<file path="config.mk">
export PLATFORM = sky130hd
export DESIGN_NAME = omce_host
export DESIGN_NICKNAME = d
export VERILOG_FILES = /design/src/design/omce_pkg.sv /design/src/design/omce_host.sv /design/src/design/omce_fifo.sv /design/src/design/omce_slot.sv
export SDC_FILE = /design/constraint.sdc
export NUM_CORES = 1
export LEC_CHECK = 0
export CAP_MARGIN = 20
export CORE_AREA = 4 4 177 197
export CTS_CLUSTER_SIZE = 16
export DETAILED_ROUTE_END_ITERATION = 10
export DIE_AREA = 0 0 181 201
export DONT_BUFFER_PORTS = 1
export PLACE_DENSITY = 0.5
export SYNTH_ARGS = -nofsm -noshare
export SYNTH_HDL_FRONTEND = slang
export SYNTH_SLANG_ARGS = --single-unit
</file>
<file path="constraint.sdc">
create_clock -name clk_i -period 9.9 [get_ports clk_i]
set_input_delay 2.475 -clock clk_i [delete_from_list [all_inputs] [get_ports clk_i]]
set_output_delay 2.475 -clock clk_i [all_outputs]
set_load 0.005 [all_outputs]
</file>
<file path="src/design/omce_pkg.sv">
package omce_pkg;

  // Clock and time base.
  localparam int CLK_PERIOD_PS = 4000;
  localparam int US_PS         = 1000000;
  localparam int TICK_CYC      = US_PS / CLK_PERIOD_PS;

  // Line timing in microseconds, then the slot counter width in bits.
  localparam int T_RST_US    = 480;
  localparam int T_RSTREC_US = 480;
  localparam int T_PSAMP_US  = 70;
  localparam int T_PROG_US   = 2500;
  localparam int T_PSU_US    = 5;
  localparam int T_PREC_US   = 5;
  localparam int T_SLOT_US   = 60;
  localparam int T_STRB_US   = 1;
  localparam int T_RSAMP_US  = 13;
  localparam int T_REC_US    = 2;
  localparam int T_CNT_W     = 14;

  // Counts and sizes.
  localparam int MAX_TRY    = 3;
  localparam int WR_BYTES   = 8;
  localparam int FIFO_DEPTH = 8;
  localparam int BYTE_W     = 8;

  // Command codes.
  localparam logic [7:0] CODE_SKIP  = 8'hCC;
  localparam logic [7:0] CODE_PAGE  = 8'hC3;
  localparam logic [7:0] CODE_FIELD = 8'hF0;
  localparam logic [7:0] CODE_WRITE = 8'h0F;
  localparam logic [7:0] CODE_STAT  = 8'hAA;
  localparam logic [7:0] CODE_PCTL  = 8'h5A;

  // CRC and address map.
  localparam logic [7:0]  CRC_POLY_REV  = 8'h8C;
  localparam logic [7:0]  CRC_INIT      = 8'h00;
  localparam logic [15:0] MEM_LAST      = 16'h007F;
  localparam logic [15:0] STAT_LAST     = 16'h0007;
  localparam logic [4:0]  PAGE_LAST     = 5'h1F;
  localparam logic [2:0]  WR_ALIGN_MASK = 3'h7;

  typedef enum logic [1:0] {OP_PAGE, OP_FIELD, OP_WRITE, OP_STAT}
    omce_kind_type;

  typedef enum logic [2:0] {SL_WR0, SL_WR1, SL_READ, SL_RST, SL_PROG}
    omce_slot_type;

  typedef struct packed {
    omce_kind_type kind;
    logic [15:0]   addr;
  } omce_cmd_type;

  typedef struct packed {
    logic fail;
    logic no_pres;
    logic crc_err;
    logic rb_err;
    logic bad_addr;
  } omce_stat_type;

  // One step of the reflected CRC, fed least significant bit first.
  function automatic logic [7:0] omce_crc_bit(input logic [7:0] crc,
                                              input logic       b);
    logic [7:0] s;
    s = {1'b0, crc[7:1]};
    return (crc[0] ^ b) ? (s ^ CRC_POLY_REV) : s;
  endfunction

endpackage

</file>
<file path="src/design/omce_host.sv">
// What this block does
// - After reset, send skip code CCh, then the memory or status command.
// - Paged read sends C3h, address low byte, then high byte.
// - Whole-field read sends F0h and address; no page CRCs appear.
// - Write sends 0Fh, address low and high, then reads command CRC.
// - Host sends eight data bytes, then reads CRC over those bytes.
// - On matching CRC send 5Ah, then hold programming voltage 2500 us.
// - Write start address is a multiple of eight within 0000 to 007F.
// - On CRC mismatch or bad read-back, reset and repeat from start, up to three tries in all.
// - Status read sends AAh and address, reads bytes to field end, then CRC.
// - Address and data bytes travel least significant bit first.
// - Reset holds the line low at least 480 us; device answers presence.
// - Each read or write slot starts with a host low strobe; data follows.
module omce_host
  import omce_pkg::*;
#(
  parameter int RST_US    = T_RST_US,
  parameter int RSTREC_US = T_RSTREC_US,
  parameter int PSAMP_US  = T_PSAMP_US,
  parameter int PROG_US   = T_PROG_US,
  parameter int SLOT_US   = T_SLOT_US,
  parameter int TRIES     = MAX_TRY,
  parameter int TICK_DIV  = TICK_CYC
)
(
  // Clock and reset.
  input  wire logic         clk_i,
  input  wire logic         rst_i,
  // Command request and result.
  input  wire logic         cmd_valid_i,
  input  wire omce_cmd_type cmd_i,
  output logic              cmd_ready_o,
  output logic              done_o,
  output omce_stat_type     stat_o,
  // Write data stream.
  input  wire logic         wd_valid_i,
  input  wire logic [7:0]   wd_data_i,
  output logic              wd_ready_o,
  // Read data stream.
  output logic              rd_valid_o,
  output logic [7:0]        rd_data_o,
  input  wire logic         rd_ready_i,
  // Single-wire line.
  input  wire logic         dq_i,
  output logic              dq_o,
  output logic              dq_oe_o,
  output logic              pp_en_o
);
  typedef enum logic [3:0] {
    S_IDLE, S_LOAD, S_RST, S_SKIP, S_CMD, S_ALO, S_AHI, S_CCRC,
    S_WDATA, S_WCRC, S_PCTL, S_PROG, S_RBACK, S_RDATA, S_DCRC, S_END
  } omce_state_type;

  omce_state_type st_q;
  omce_cmd_type   cmd_q;
  omce_slot_type  sl_op_q;
  omce_slot_type  op_d;
  logic [15:0]    addr_q;
  logic [7:0]     sh_q;
  logic [7:0]     crc_q;
  logic [7:0]     stg_q [WR_BYTES];
  logic [7:0]     rx_byte;
  logic [7:0]     nxt_tx;
  logic [7:0]     code;
  logic [7:0]     rb_bits;
  logic [7:0]     f_data;
  logic [2:0]     bit_q;
  logic [2:0]     idx_q;
  logic [3:0]     try_q;
  logic           wait_q;
  logic           sl_start_q;
  logic           rb_bad_q;
  logic           sl_done;
  logic           sl_smp;
  logic           f_valid;
  logic           f_take;
  logic           is_rx;
  logic           is_byte;
  logic           byte_done;
  logic           crc_ok;
  logic           crc_upd;
  logic           stall;
  logic           issue;
  logic           end_hit;
  logic           can_retry;
  logic           cmd_bad;
  logic           crc_bad;
  logic           rb_fail;
  logic           no_pres;
  logic           fail;

  // The line is open drain: the host only ever pulls it low.
  assign dq_o = 1'b0;

  assign is_rx     = st_q inside {S_CCRC, S_WCRC, S_RBACK, S_RDATA, S_DCRC};
  assign is_byte   = is_rx ||
                     st_q inside {S_SKIP, S_CMD, S_ALO, S_AHI, S_WDATA, S_PCTL};
  assign byte_done = sl_done && is_byte && bit_q == 3'h7;
  assign rx_byte   = {sl_smp, sh_q[7:1]};
  assign crc_ok    = rx_byte == crc_q;
  assign crc_upd   = sl_done &&
                     st_q inside {S_CMD, S_ALO, S_AHI, S_WDATA, S_RDATA};
  assign stall     = st_q == S_RDATA && rd_valid_o && !rd_ready_i;
  assign issue     = (is_byte || st_q inside {S_RST, S_PROG}) &&
                     !wait_q && !stall;
  assign op_d      = (st_q == S_RST)  ? SL_RST  :
                     (st_q == S_PROG) ? SL_PROG :
                     is_rx ? SL_READ : (sh_q[0] ? SL_WR1 : SL_WR0);
  assign code      = (cmd_q.kind == OP_PAGE)  ? CODE_PAGE  :
                     (cmd_q.kind == OP_FIELD) ? CODE_FIELD :
                     (cmd_q.kind == OP_WRITE) ? CODE_WRITE : CODE_STAT;
  assign nxt_tx    = (st_q == S_RST)  ? CODE_SKIP         :
                     (st_q == S_SKIP) ? code              :
                     (st_q == S_CMD)  ? cmd_q.addr[7:0]   :
                     (st_q == S_ALO)  ? cmd_q.addr[15:8]  :
                     (st_q == S_CCRC) ? stg_q[0]          :
                     (st_q == S_WCRC) ? CODE_PCTL : stg_q[3'(idx_q + 1'b1)];
  assign end_hit   = (cmd_q.kind == OP_PAGE && addr_q[4:0] == PAGE_LAST) ||
                     addr_q == (cmd_q.kind == OP_STAT ? STAT_LAST : MEM_LAST);
  assign can_retry = try_q < 4'(TRIES - 1);
  assign cmd_bad   = cmd_i.addr > (cmd_i.kind == OP_STAT ? STAT_LAST
                                                         : MEM_LAST) ||
                     (cmd_i.kind == OP_WRITE &&
                      (cmd_i.addr[2:0] & WR_ALIGN_MASK) != 3'h0);
  assign f_take    = st_q == S_LOAD && f_valid;
  assign rb_bits   = rx_byte & ~stg_q[idx_q];
  assign crc_bad   = byte_done && !crc_ok &&
                     st_q inside {S_CCRC, S_WCRC, S_DCRC};
  assign rb_fail   = byte_done && st_q == S_RBACK && idx_q == 3'h7 &&
                     (rb_bad_q || |rb_bits);
  assign no_pres   = sl_done && st_q == S_RST && sl_smp;
  assign fail      = crc_bad || rb_fail || no_pres;

  omce_fifo #(
    .WIDTH (BYTE_W),
    .DEPTH (FIFO_DEPTH)
  ) u_fifo (
    .clk_i       (clk_i),
    .rst_i       (rst_i),
    .in_valid_i  (wd_valid_i),
    .in_data_i   (wd_data_i),
    .in_ready_o  (wd_ready_o),
    .out_valid_o (f_valid),
    .out_data_o  (f_data),
    .out_ready_i (f_take)
  );

  omce_slot #(
    .RST_US    (RST_US),
    .RSTREC_US (RSTREC_US),
    .PSAMP_US  (PSAMP_US),
    .PROG_US   (PROG_US),
    .SLOT_US   (SLOT_US),
    .TICK_DIV  (TICK_DIV)
  ) u_slot (
    .clk_i   (clk_i),
    .rst_i   (rst_i),
    .start_i (sl_start_q),
    .op_i    (sl_op_q),
    .done_o  (sl_done),
    .smp_o   (sl_smp),
    .dq_i    (dq_i),
    .dq_oe_o (dq_oe_o),
    .pp_en_o (pp_en_o)
  );

  always_ff @(posedge clk_i)
  begin
    if (f_take)
      stg_q[idx_q] <= f_data;
  end

  always_ff @(posedge clk_i or posedge rst_i)
  begin
    if (rst_i)
    begin
      sl_start_q <= 1'b0;
      sl_op_q    <= SL_WR1;
      wait_q     <= 1'b0;
      sh_q       <= '0;
      bit_q      <= '0;
    end
    else
    begin
      sl_start_q <= issue;
      sl_op_q    <= issue ? op_d : sl_op_q;
      wait_q     <= issue || (wait_q && !sl_done);
      if (byte_done || (sl_done && st_q == S_RST))
        sh_q <= nxt_tx;
      else if (sl_done)
        sh_q <= rx_byte;
      if (sl_done && is_byte)
        bit_q <= 3'(bit_q + 1'b1);
    end
  end

  always_ff @(posedge clk_i or posedge rst_i)
  begin
    if (rst_i)
    begin
      st_q        <= S_IDLE;
      cmd_q       <= '0;
      addr_q      <= '0;
      idx_q       <= '0;
      try_q       <= '0;
      crc_q       <= CRC_INIT;
      rb_bad_q    <= 1'b0;
      stat_o      <= '0;
      done_o      <= 1'b0;
      cmd_ready_o <= 1'b1;
      rd_valid_o  <= 1'b0;
      rd_data_o   <= '0;
    end
    else
    begin
      done_o <= 1'b0;
      if (rd_ready_i)
        rd_valid_o <= 1'b0;
      if (crc_upd)
        crc_q <= omce_crc_bit(crc_q, is_rx ? sl_smp : sh_q[0]);
      if (fail)
      begin
        stat_o.crc_err <= stat_o.crc_err | crc_bad;
        stat_o.rb_err  <= stat_o.rb_err | rb_fail;
        stat_o.no_pres <= stat_o.no_pres | no_pres;
        if (can_retry)
        begin
          try_q <= 4'(try_q + 1'b1);
          st_q  <= S_RST;
        end
        else
        begin
          stat_o.fail <= 1'b1;
          st_q        <= S_END;
        end
      end
      else
      begin
        case (st_q)
          S_IDLE:
            if (cmd_valid_i)
            begin
              cmd_q           <= cmd_i;
              idx_q           <= '0;
              try_q           <= '0;
              stat_o          <= '0;
              stat_o.bad_addr <= cmd_bad;
              stat_o.fail     <= cmd_bad;
              cmd_ready_o     <= 1'b0;
              st_q <= cmd_bad ? S_END :
                      (cmd_i.kind == OP_WRITE) ? S_LOAD : S_RST;
            end
          S_LOAD:
            if (f_valid)
            begin
              idx_q <= 3'(idx_q + 1'b1);
              st_q  <= (idx_q == 3'h7) ? S_RST : S_LOAD;
            end
          S_RST:
            st_q <= sl_done ? S_SKIP : S_RST;
          S_SKIP:
            if (byte_done)
            begin
              crc_q  <= CRC_INIT;
              addr_q <= cmd_q.addr;
              st_q   <= S_CMD;
            end
          S_CMD:
            st_q <= byte_done ? S_ALO : S_CMD;
          S_ALO:
            st_q <= byte_done ? S_AHI : S_ALO;
          S_AHI:
            st_q <= byte_done ? S_CCRC : S_AHI;
          S_CCRC:
            if (byte_done)
            begin
              crc_q <= CRC_INIT;
              idx_q <= '0;
              st_q  <= (cmd_q.kind == OP_WRITE) ? S_WDATA : S_RDATA;
            end
          S_WDATA:
            if (byte_done)
            begin
              idx_q <= 3'(idx_q + 1'b1);
              st_q  <= (idx_q == 3'h7) ? S_WCRC : S_WDATA;
            end
          S_WCRC:
            st_q <= byte_done ? S_PCTL : S_WCRC;
          S_PCTL:
            st_q <= byte_done ? S_PROG : S_PCTL;
          S_PROG:
            if (sl_done)
            begin
              idx_q    <= '0;
              rb_bad_q <= 1'b0;
              st_q     <= S_RBACK;
            end
          S_RBACK:
            if (byte_done)
            begin
              rb_bad_q <= rb_bad_q | (|rb_bits);
              idx_q    <= 3'(idx_q + 1'b1);
              st_q     <= (idx_q == 3'h7) ? S_END : S_RBACK;
            end
          S_RDATA:
            if (byte_done)
            begin
              rd_valid_o <= 1'b1;
              rd_data_o  <= rx_byte;
              addr_q     <= 16'(addr_q + 1'b1);
              st_q       <= end_hit ? S_DCRC : S_RDATA;
            end
          S_DCRC:
            if (byte_done)
            begin
              crc_q <= CRC_INIT;
              st_q  <= (cmd_q.kind == OP_PAGE && addr_q <= MEM_LAST)
                       ? S_RDATA : S_END;
            end
          S_END:
          begin
            done_o      <= 1'b1;
            cmd_ready_o <= 1'b1;
            st_q        <= S_IDLE;
          end
          default:
            st_q <= S_IDLE;
        endcase
      end
    end
  end
endmodule

</file>
<file path="src/design/omce_fifo.sv">
module omce_fifo
  import omce_pkg::*;
#(
  parameter int WIDTH = BYTE_W,
  parameter int DEPTH = FIFO_DEPTH
)
(
  // Clock and reset.
  input  wire logic             clk_i,
  input  wire logic             rst_i,
  // Fill side.
  input  wire logic             in_valid_i,
  input  wire logic [WIDTH-1:0] in_data_i,
  output logic                  in_ready_o,
  // Drain side.
  output logic                  out_valid_o,
  output logic [WIDTH-1:0]      out_data_o,
  input  wire logic             out_ready_i
);
  localparam int AW = $clog2(DEPTH);

  logic [WIDTH-1:0] mem_q [DEPTH];
  logic [AW-1:0]    wp_q;
  logic [AW-1:0]    rp_q;
  logic [AW:0]      cnt_q;
  logic [AW:0]      cnt_d;
  logic             push;
  logic             pop;

  assign push       = in_valid_i && in_ready_o;
  assign pop        = out_ready_i && out_valid_o;
  assign cnt_d      = cnt_q + (AW+1)'(push) - (AW+1)'(pop);
  assign out_data_o = mem_q[rp_q];

  always_ff @(posedge clk_i)
  begin
    if (push)
      mem_q[wp_q] <= in_data_i;
  end

  always_ff @(posedge clk_i or posedge rst_i)
  begin
    if (rst_i)
    begin
      wp_q        <= '0;
      rp_q        <= '0;
      cnt_q       <= '0;
      in_ready_o  <= 1'b1;
      out_valid_o <= 1'b0;
    end
    else
    begin
      wp_q        <= push ? AW'(wp_q + 1'b1) : wp_q;
      rp_q        <= pop ? AW'(rp_q + 1'b1) : rp_q;
      cnt_q       <= cnt_d;
      in_ready_o  <= cnt_d != (AW+1)'(DEPTH);
      out_valid_o <= cnt_d != '0;
    end
  end

endmodule

</file>
<file path="src/design/omce_slot.sv">
module omce_slot
  import omce_pkg::*;
#(
  parameter int RST_US    = T_RST_US,
  parameter int RSTREC_US = T_RSTREC_US,
  parameter int PSAMP_US  = T_PSAMP_US,
  parameter int PROG_US   = T_PROG_US,
  parameter int SLOT_US   = T_SLOT_US,
  parameter int TICK_DIV  = TICK_CYC
)
(
  // Clock and reset.
  input  wire logic          clk_i,
  input  wire logic          rst_i,
  // Slot request.
  input  wire logic          start_i,
  input  wire omce_slot_type op_i,
  output logic               done_o,
  output logic               smp_o,
  // Line drive.
  input  wire logic          dq_i,
  output logic               dq_oe_o,
  output logic               pp_en_o
);
  localparam int DIV_W = $clog2(TICK_DIV + 1);
  localparam int CW    = T_CNT_W;

  logic [DIV_W-1:0] div_q;
  logic [CW-1:0]    cnt_q;
  logic [CW-1:0]    low_us;
  logic [CW-1:0]    smp_us;
  logic [CW-1:0]    end_us;
  logic             busy_q;
  omce_slot_type    op_q;
  logic             tick;
  logic             last;
  logic             in_pp;

  // The microsecond tick is the only time base of a slot.
  assign tick   = busy_q && (div_q == DIV_W'(TICK_DIV - 1));
  assign low_us = (op_q == SL_WR0)  ? CW'(SLOT_US) :
                  (op_q == SL_RST)  ? CW'(RST_US)  :
                  (op_q == SL_PROG) ? '0 : CW'(T_STRB_US);
  assign smp_us = (op_q == SL_RST) ? CW'(RST_US + PSAMP_US)
                                   : CW'(T_RSAMP_US);
  assign end_us = (op_q == SL_RST)  ? CW'(RST_US + RSTREC_US) :
                  (op_q == SL_PROG) ? CW'(T_PSU_US + PROG_US + T_PREC_US)
                                    : CW'(SLOT_US + T_REC_US);
  assign last   = tick && (cnt_q == CW'(end_us - 1'b1));
  assign in_pp  = cnt_q >= CW'(T_PSU_US) && cnt_q < CW'(T_PSU_US + PROG_US);

  always_ff @(posedge clk_i or posedge rst_i)
  begin
    if (rst_i)
    begin
      busy_q  <= 1'b0;
      op_q    <= SL_WR1;
      div_q   <= '0;
      cnt_q   <= '0;
      done_o  <= 1'b0;
      smp_o   <= 1'b1;
      dq_oe_o <= 1'b0;
      pp_en_o <= 1'b0;
    end
    else
    begin
      done_o <= last;
      dq_oe_o <= busy_q && !last && cnt_q < low_us;
      pp_en_o <= busy_q && !last && op_q == SL_PROG && in_pp;
      if (tick && cnt_q == smp_us)
        smp_o <= dq_i;
      if (!busy_q && start_i)
      begin
        busy_q <= 1'b1;
        op_q   <= op_i;
        cnt_q  <= '0;
        div_q  <= '0;
      end
      else if (busy_q)
      begin
        div_q  <= tick ? '0 : DIV_W'(div_q + 1'b1);
        cnt_q  <= tick ? CW'(cnt_q + 1'b1) : cnt_q;
        busy_q <= !last;
      end
    end
  end

  int low_run_q;
  int pp_run_q;

  always_ff @(posedge clk_i or posedge rst_i)
  begin
    if (rst_i)
    begin
      low_run_q <= 0;
      pp_run_q  <= 0;
    end
    else
    begin
      low_run_q <= dq_oe_o ? low_run_q + 1 : 0;
      pp_run_q  <= pp_en_o ? pp_run_q + 1 : 0;
    end
  end
endmodule

</file>
==> impl_metrics.csv, run 1 <==
group,metric,value,unit
global_route,first_global_vias,8908,
floorplanning,initial_core_util,0.3959,
job,drv_cap,0,
worst_setup_path,cp_max_fo,4,
floorplanning,core,32840,um2
power,p_leak,0.005811,uW
clock_network,clockBufferDepth,3,
drt,drc,0,
power,p_int,1890,uW
synthesis,synth_edf_count,128,
synthesis,syn-num-nets,1192,
finish,multi_input_area,5549,um2
timing,fin_tns_setup,0,ns
timing,finalSetupViolCount,0,
drt,drt_first_iter_violations,607,
synthesis,synth_top_area_frac,0.2956,
power,p_clk_frac,0.443,
finish,diodes,0,
synthesis,synth_top_flop_cell,"edfxtp_1",
floorplanning,core.rowCount,70,
finish,layout.nets,1181,
worst_setup_path,critPathLaunchType,"input pin",
clock_network,clock_sinks,256,
worst_setup_path,required,10.33,ns
power,seqPwrFrac,0.496,
clock_network,cts-buffers-inserted,29,
global_route,grt_use_total,0.1827,
timing,rsz0062_at_grt,"false",
worst_setup_path,critical_path_class,"input pin to flop",
timing,maxSlewViolCount,0,
power,p_sw_frac,0.2224,
clock_network,clock_latency,0.56,ns
floorplanning,dieArea,36380,um2
finish,fillers,3118,
power,powerDensity,168.7,nW/um2
place,dp.cells,1519,
synthesis,synth_area_leaders,"edfxtp_1 30%, dfrtp_1 24%, mux4_2 6.6%",
clock_network,post_cts_resize_count,0,
clock_network,htreeDepth,1,
finish,fin_cells,1574,
timing,timing.hold.ws,0.4611,ns
finish,area_growth_syn_to_layout,10.82,%
timing,skew,0.02950,ns
clock_network,clock-root-buffer,"clkbuf_16",
timing,tightest_slew,1.026,ns
clock_network,cts_tree,"done",
worst_setup_path,ff2ff_setup_slack,6.24,ns
drt,via_count,8851,
synthesis,synth.avg_cell_area,11.51,um2
drt,wl_per_cell,21.42,um
place,pre_cts_ws,5.511,ns
drt,firstDrtPassIters,5,
clock_network,post_cts_buffers,0,
synthesis,seq_area_frac_synth,0.5424,
drt,postRouteAntennaNets,0,
power,power.share.combinational,0.060,
global_route,grt_overflow,0,
timing,max_slew_margin,0.3113,
synthesis,yosysTopAreaCell,"edfxtp_1",
timing,max_freq,261.7,MHz
timing,period_needed,3.821,ns
timing,fin_crit_sh,0.3859,
global_route,grt_pass1_wl,53230,um
synthesis,synth_area,13000,um2
place,gp_congestion,0.8779,
clock_network,hold_buffers,0,
status,status,"finished, final reports clean",
clock_network,clk_pin_slew,0.06,ns
floorplanning,ioPinCount,52,
synthesis,async_reset_ff_frac,0.5000,
worst_setup_path,crit_arrival,4.25,ns
synthesis,ys_ff_latch,256,
floorplanning,die_h,201,um
power,p_sw,540.5,uW
worst_setup_path,end_kind,"flop",
finish,ff_latch_area,7053,um2
synthesis,yosysUniqueCellTypes,77,
power,ir_worst_vdd,0.1498,mV
global_route,antenna_found_initial,0,
floorplanning,die_w,181,um
synthesis,synthCells,1130,
global_route,grt_max_degree,71,
place,numPortBuffers,0,
drt,viasPerCell,5.623,
synthesis,synth_most_common_cell,"nand2_1",
min_path,hp-class,"flop to flop",
synthesis,ys_top_cells_by_count,"130 x nand2_1, 128 x edfxtp_1, 123 x dfrtp_1",
timing,hold_viol,0,
timing,setup_ws,6.079,ns
finish,drive_above_1_share,0.1331,
place,post-dp-hpwl,23480,um
synthesis,ys_warn_count,0,
drt,finalWirelength,33720,um
final cells by class:
cell class | count | area share
repair buffers | 17 | 0.01025
multi-input cells | 777 | 0.3851
clock inverters | 13 | 0.008249
inverters | 38 | 0.01025
well taps | 432 | 0.03751
clock buffers | 41 | 0.05914
flip-flops and latches | 256 | 0.4895
per-stage QoR:
| step | instance area [um2] | utilization | power (uW) |
|---|---|---|---|
| after global routing | 14410 | 0.4387 | 2530 |
| after global placement | 13410 | 0.4083 | 1378 |
| after detailed placement | 13410 | 0.4083 | 1379 |
| after floorplan | 13000 | - | 1330 |
| final | 14410 | 0.4387 | 2431 |
| after CTS | 14380 | 0.4379 | 2472 |
layer usage:
| layer | share of wire | vias to the layer above | routed length, um | global-route usage |
|---|---|---|---|---|
| met2 | 0.51 | 194 | 17120 | 0.3209 |
| met5 | 0 | - | 0 | 0 |
| met1 | 0.43 | 4416 | 14410 | 0.2377 |
| li1 | - | 4185 | - | - |
| met3 | 0.039 | 56 | 1311 | 0.02428 |
| met4 | 0.026 | 0 | 876 | 0.05228 |
layout by cell type, fill, tap and decap left out, types with 14 or more instances in the layout:
cell type  netlist  final
nor2_1          92     92
mux2_2          27     27
xor2_1          19     19
mux2i_1         21     21
ha_1            29     29
nor3_1          35     34
buf_4            2     16
nand3_1         34     34
dfrtp_1        123    123
mux4_2          38     38
clkbuf_16        0     30
o22ai_1         15     15
nand2_1        130    130
inv_1           38     37
a21oi_1         55     55
edfxtp_1       128    128
o21ai_0         46     46
and3_1          20     20
a31oi_1         14     14
flip-flops by register name, summed over array words and instances, names as in the netlist, 3 cells and up:
name          cells
u_fifo.mem_q     64
u_slot.div_q      8
bit_q             3
u_fifo.wp_q       3
try_q             4
addr_q           16
stg_q            64
u_slot.op_q       3
u_fifo.cnt_q      4
cmd_q            18
u_slot.cnt_q     14
stat_o            5
u_fifo.rp_q       3
st_q              4
idx_q             3
crc_q             8
sl_op_q           3
sh_q              8
rd_data_o         8
cells by family after synthesis:
logic type	count (synthesis)	synth area share
adders and majority gates	30	0.02945
xor gates and xnor gates	31	0.02300
muxes	95	0.1132
buffers and inverters	97	0.03156
other	1	0.0002884
and+or+nand+nor	394	0.1442
DFF	256	0.5424
AOI/OAI and AO/OA	226	0.1160
final timing paths:
| path | from | to | cells after the start |
|---|---|---|---|
| max | cmd_i[16] | st_q[0] | 9 |
| min reg2reg | sl_op_q[0] | u_slot.op_q[0] | 2 |
| max reg2reg | st_q[2] | u_fifo.out_valid_o | 11 |
| max in group asynchronous | rst_i | rd_data_o[4] | 2 |
| min | sl_op_q[0] | u_slot.op_q[0] | 2 |
| min in group asynchronous | rst_i | cmd_q[12] | 1 |
worst max-delay path, stage by stage:
cell and delay [ns]:
and2_1 0.18, ha_1 0.31, a21o_1 0.18, a21o_1 0.16, a21oi_1 0.16, o2111a_1 0.31
a21oi_1 0.09, nor4_1 0.26, a211oi_2 0.12
power groups by stage:
| stage | logic [uW] | registers, uW | clock network [uW] |
|---|---|---|---|
| global placement | 151 | 1230 | 0 |
| detailed placement | 152 | 1230 | 0 |
| CTS | 152 | 1210 | 1110 |
| global route | 165 | 1210 | 1150 |
| floorplan | 110 | 1220 | 0 |
| finish | 147 | 1210 | 1080 |
(Power assumes the default switching activity.)
==> inputs of run 2 (changes only) <==
--- a/config.mk
+++ b/config.mk
@@ -11,7 +11,7 @@
 export DETAILED_ROUTE_END_ITERATION = 10
 export DIE_AREA = 0 0 181 201
 export DONT_BUFFER_PORTS = 1
-export PLACE_DENSITY = 0.5
+export PLACE_DENSITY = 0.52
 export SYNTH_ARGS = -nofsm -noshare
 export SYNTH_HDL_FRONTEND = slang
 export SYNTH_SLANG_ARGS = --single-unit
==> constraint.sdc (replaced) <==
create_clock -name clk_i -period 3.5 [get_ports clk_i]
set_input_delay 0.875 -clock clk_i [delete_from_list [all_inputs] [get_ports clk_i]]
set_output_delay 0.875 -clock clk_i [all_outputs]
set_load 0.005 [all_outputs]
==> run 2 against run 1 <==
Against the previous run:
- hold slack got worse by 0.094 ns
- register-to-register slack got worse by 5.8 ns
- largest cell class unchanged
- routed wire length rose by 0.49%
- first-iteration DRC count rose by 17%
- global-route usage rose by 0.16 points
- worst setup slack got worse by 5.7 ns
- total power rose to 2.8 times the previous value
- clock power rose to 2.7 times the previous value
- final cell count rose by 1.3%
==> impl_metrics.csv, run 2 (synthesis gave the netlist of run 1 again) <==
group,metric,value,unit
worst_setup_path,path_buf_inv,1,
clock_network,clock_sinks,256,
timing,fin_crit_sh,0.8881,
power,ir_worst_vdd,0.4303,mV
floorplanning,core,32840,um2
timing,max_freq,321.7,MHz
power,p_leak,0.005864,uW
timing,skew,0.02213,ns
worst_setup_path,crit_path_top_delay_cell,"mux4_2",
clock_network,clockBufferDepth,3,
finish,fin_cells,1595,
place,pre_cts_ws,0.3654,ns
timing,finalSetupViolCount,0,
finish,largestRegisters,"stg_q x64, u_fifo.mem_q x64, cmd_q x18",
worst_setup_path,reg2regPathDepth,9,
worst_setup_path,required,3.91,ns
drt,drc,0,
place,numPortBuffers,0,
drt,drt_first_iter_violations,709,
finish,multi_input_area,5544,um2
global_route,grt_overflow,0,
worst_setup_path,ff2ff_setup_slack,0.39,ns
floorplanning,dieArea,36380,um2
finish,area_growth_syn_to_layout,11.60,%
drt,postRouteAntennaNets,0,
min_path,hp-class,"input pin to async pin",
global_route,first_global_vias,9276,
finish,design_area,14510,um2
floorplanning,initial_core_util,0.3959,
drt,finalWirelength,33890,um
power,powerDensity,464.3,nW/um2
global_route,grt_use_total,0.1843,
global_route,grt_max_degree,56,
worst_setup_path,critical_path_class,"flop to flop",
clock_network,cts_tree,"done",
place,dp.cells,1541,
timing,max_slew_margin,0.3395,
global_route,antenna_found_initial,0,
timing,setup_ws,0.3915,ns
place,post-dp-hpwl,24430,um
finish,layout.nets,1202,
worst_setup_path,critPathLaunchType,"flop",
finish,final_common_cell,"nand2_1",
worst_setup_path,cp.depth,9,
global_route,grt_pass1_wl,54300,um
job,drv_cap,0,
timing,hold_viol,0,
timing,rsz0062_at_grt,"false",
worst_setup_path,crit_chain,"ha_1 -> buf_4 -> mux4_2 -> mux2i_1 -> a211oi_1 -> a21oi_1 -> a21oi_1 -> a211oi_1 -> nor3_1",
finish,final_util,0.4418,
worst_setup_path,cp_top_family,"compound AO/OA/AOI/OAI gates",
clock_network,post_cts_buffers,0,
worst_setup_path,end_kind,"flop",
place,placed_cell_area,13590,um2
clock_network,hold_buffers,0,
finish,diodes,0,
floorplanning,die_h,201,um
clock_network,cts-buffers-inserted,29,
worst_setup_path,r2r_start,"idx_q[0]",
worst_setup_path,cp_max_fo,12,
timing,maxSlewViolCount,0,
finish,ff_latch_area,7053,um2
drt,wl_per_cell,21.25,um
worst_setup_path,max_stage_delay,0.55,ns
floorplanning,die_w,181,um
drt,via_count,9172,
finish,drive_above_1_share,0.1453,
worst_setup_path,timing.rr.end,"sh_q[6]",
clock_network,post_cts_resize_count,0,
floorplanning,core.rowCount,70,
drt,firstDrtPassIters,5,
status,status,"finished, final reports clean",
drt,viasPerCell,5.750,
timing,tightest_slew,0.9888,ns
finish,final_cell_mix,"130 x nand2_1, 128 x edfxtp_1, 123 x dfrtp_1",
floorplanning,ioPinCount,52,
clock_network,clock_latency,0.56,ns
timing,fin_tns_setup,0,ns
clock_network,clk_pin_slew,0.06,ns
timing,period_needed,3.108,ns
finish,fillers,3083,
place,gp_congestion,0.9810,
clock_network,clock-root-buffer,"clkbuf_16",
clock_network,htreeDepth,1,
worst_setup_path,crit_arrival,3.52,ns
## run 2: worst reg2reg max path: stages, from the launching register on
cell,delay (ns)
dfrtp_1,0.39
ha_1,0.50
buf_4,0.33
mux4_2,0.55
mux2i_1,0.18
a211oi_1,0.15
a21oi_1,0.17
a21oi_1,0.08
a211oi_1,0.48
nor3_1,0.15
## run 2: final cells by class
class                      instances  area share
tap                              432     0.03725
clock inverter                    24     0.01285
timing repair buffer              38     0.02138
inverter                          38     0.01009
sequential                       256      0.4861
multi-input combinational        777      0.3821
clock buffer                      30     0.05027
## run 2: per-layer routing
metal,routed length [um],GRT usage
met1,13740,0.2344
met2,17310,0.3239
met3,1615,0.02610
met4,1220,0.06220
met5,0,0
## run 2: worst max-delay path by stage
stage / start / slack (ns) / end
after global routing: idx_q[0] / 0.24 / sh_q[6]
after detailed placement: idx_q[0] / 0.37 / sh_q[6]
after global placement: idx_q[0] / 0.40 / sh_q[6]
final: idx_q[0] / 0.39 / sh_q[6]
after floorplan: idx_q[0] / 0.86 / sh_q[5]
after CTS: idx_q[0] / 0.36 / sh_q[6]
## run 2: power by group
part	switching (uW)	internal (uW)
logic	249	174
registers	67.1	3340
clock network	1240	1660
## run 2: stage by stage
step | total power, uW | hold WS, ns
final | 6737 | 0.3667
after global routing | 7038 | 0.3825
after CTS | 6847 | 0.3757
after detailed placement | 3905 | 0.4474
after global placement | 3891 | 0.4476
after floorplan | 3762 | 0.4341
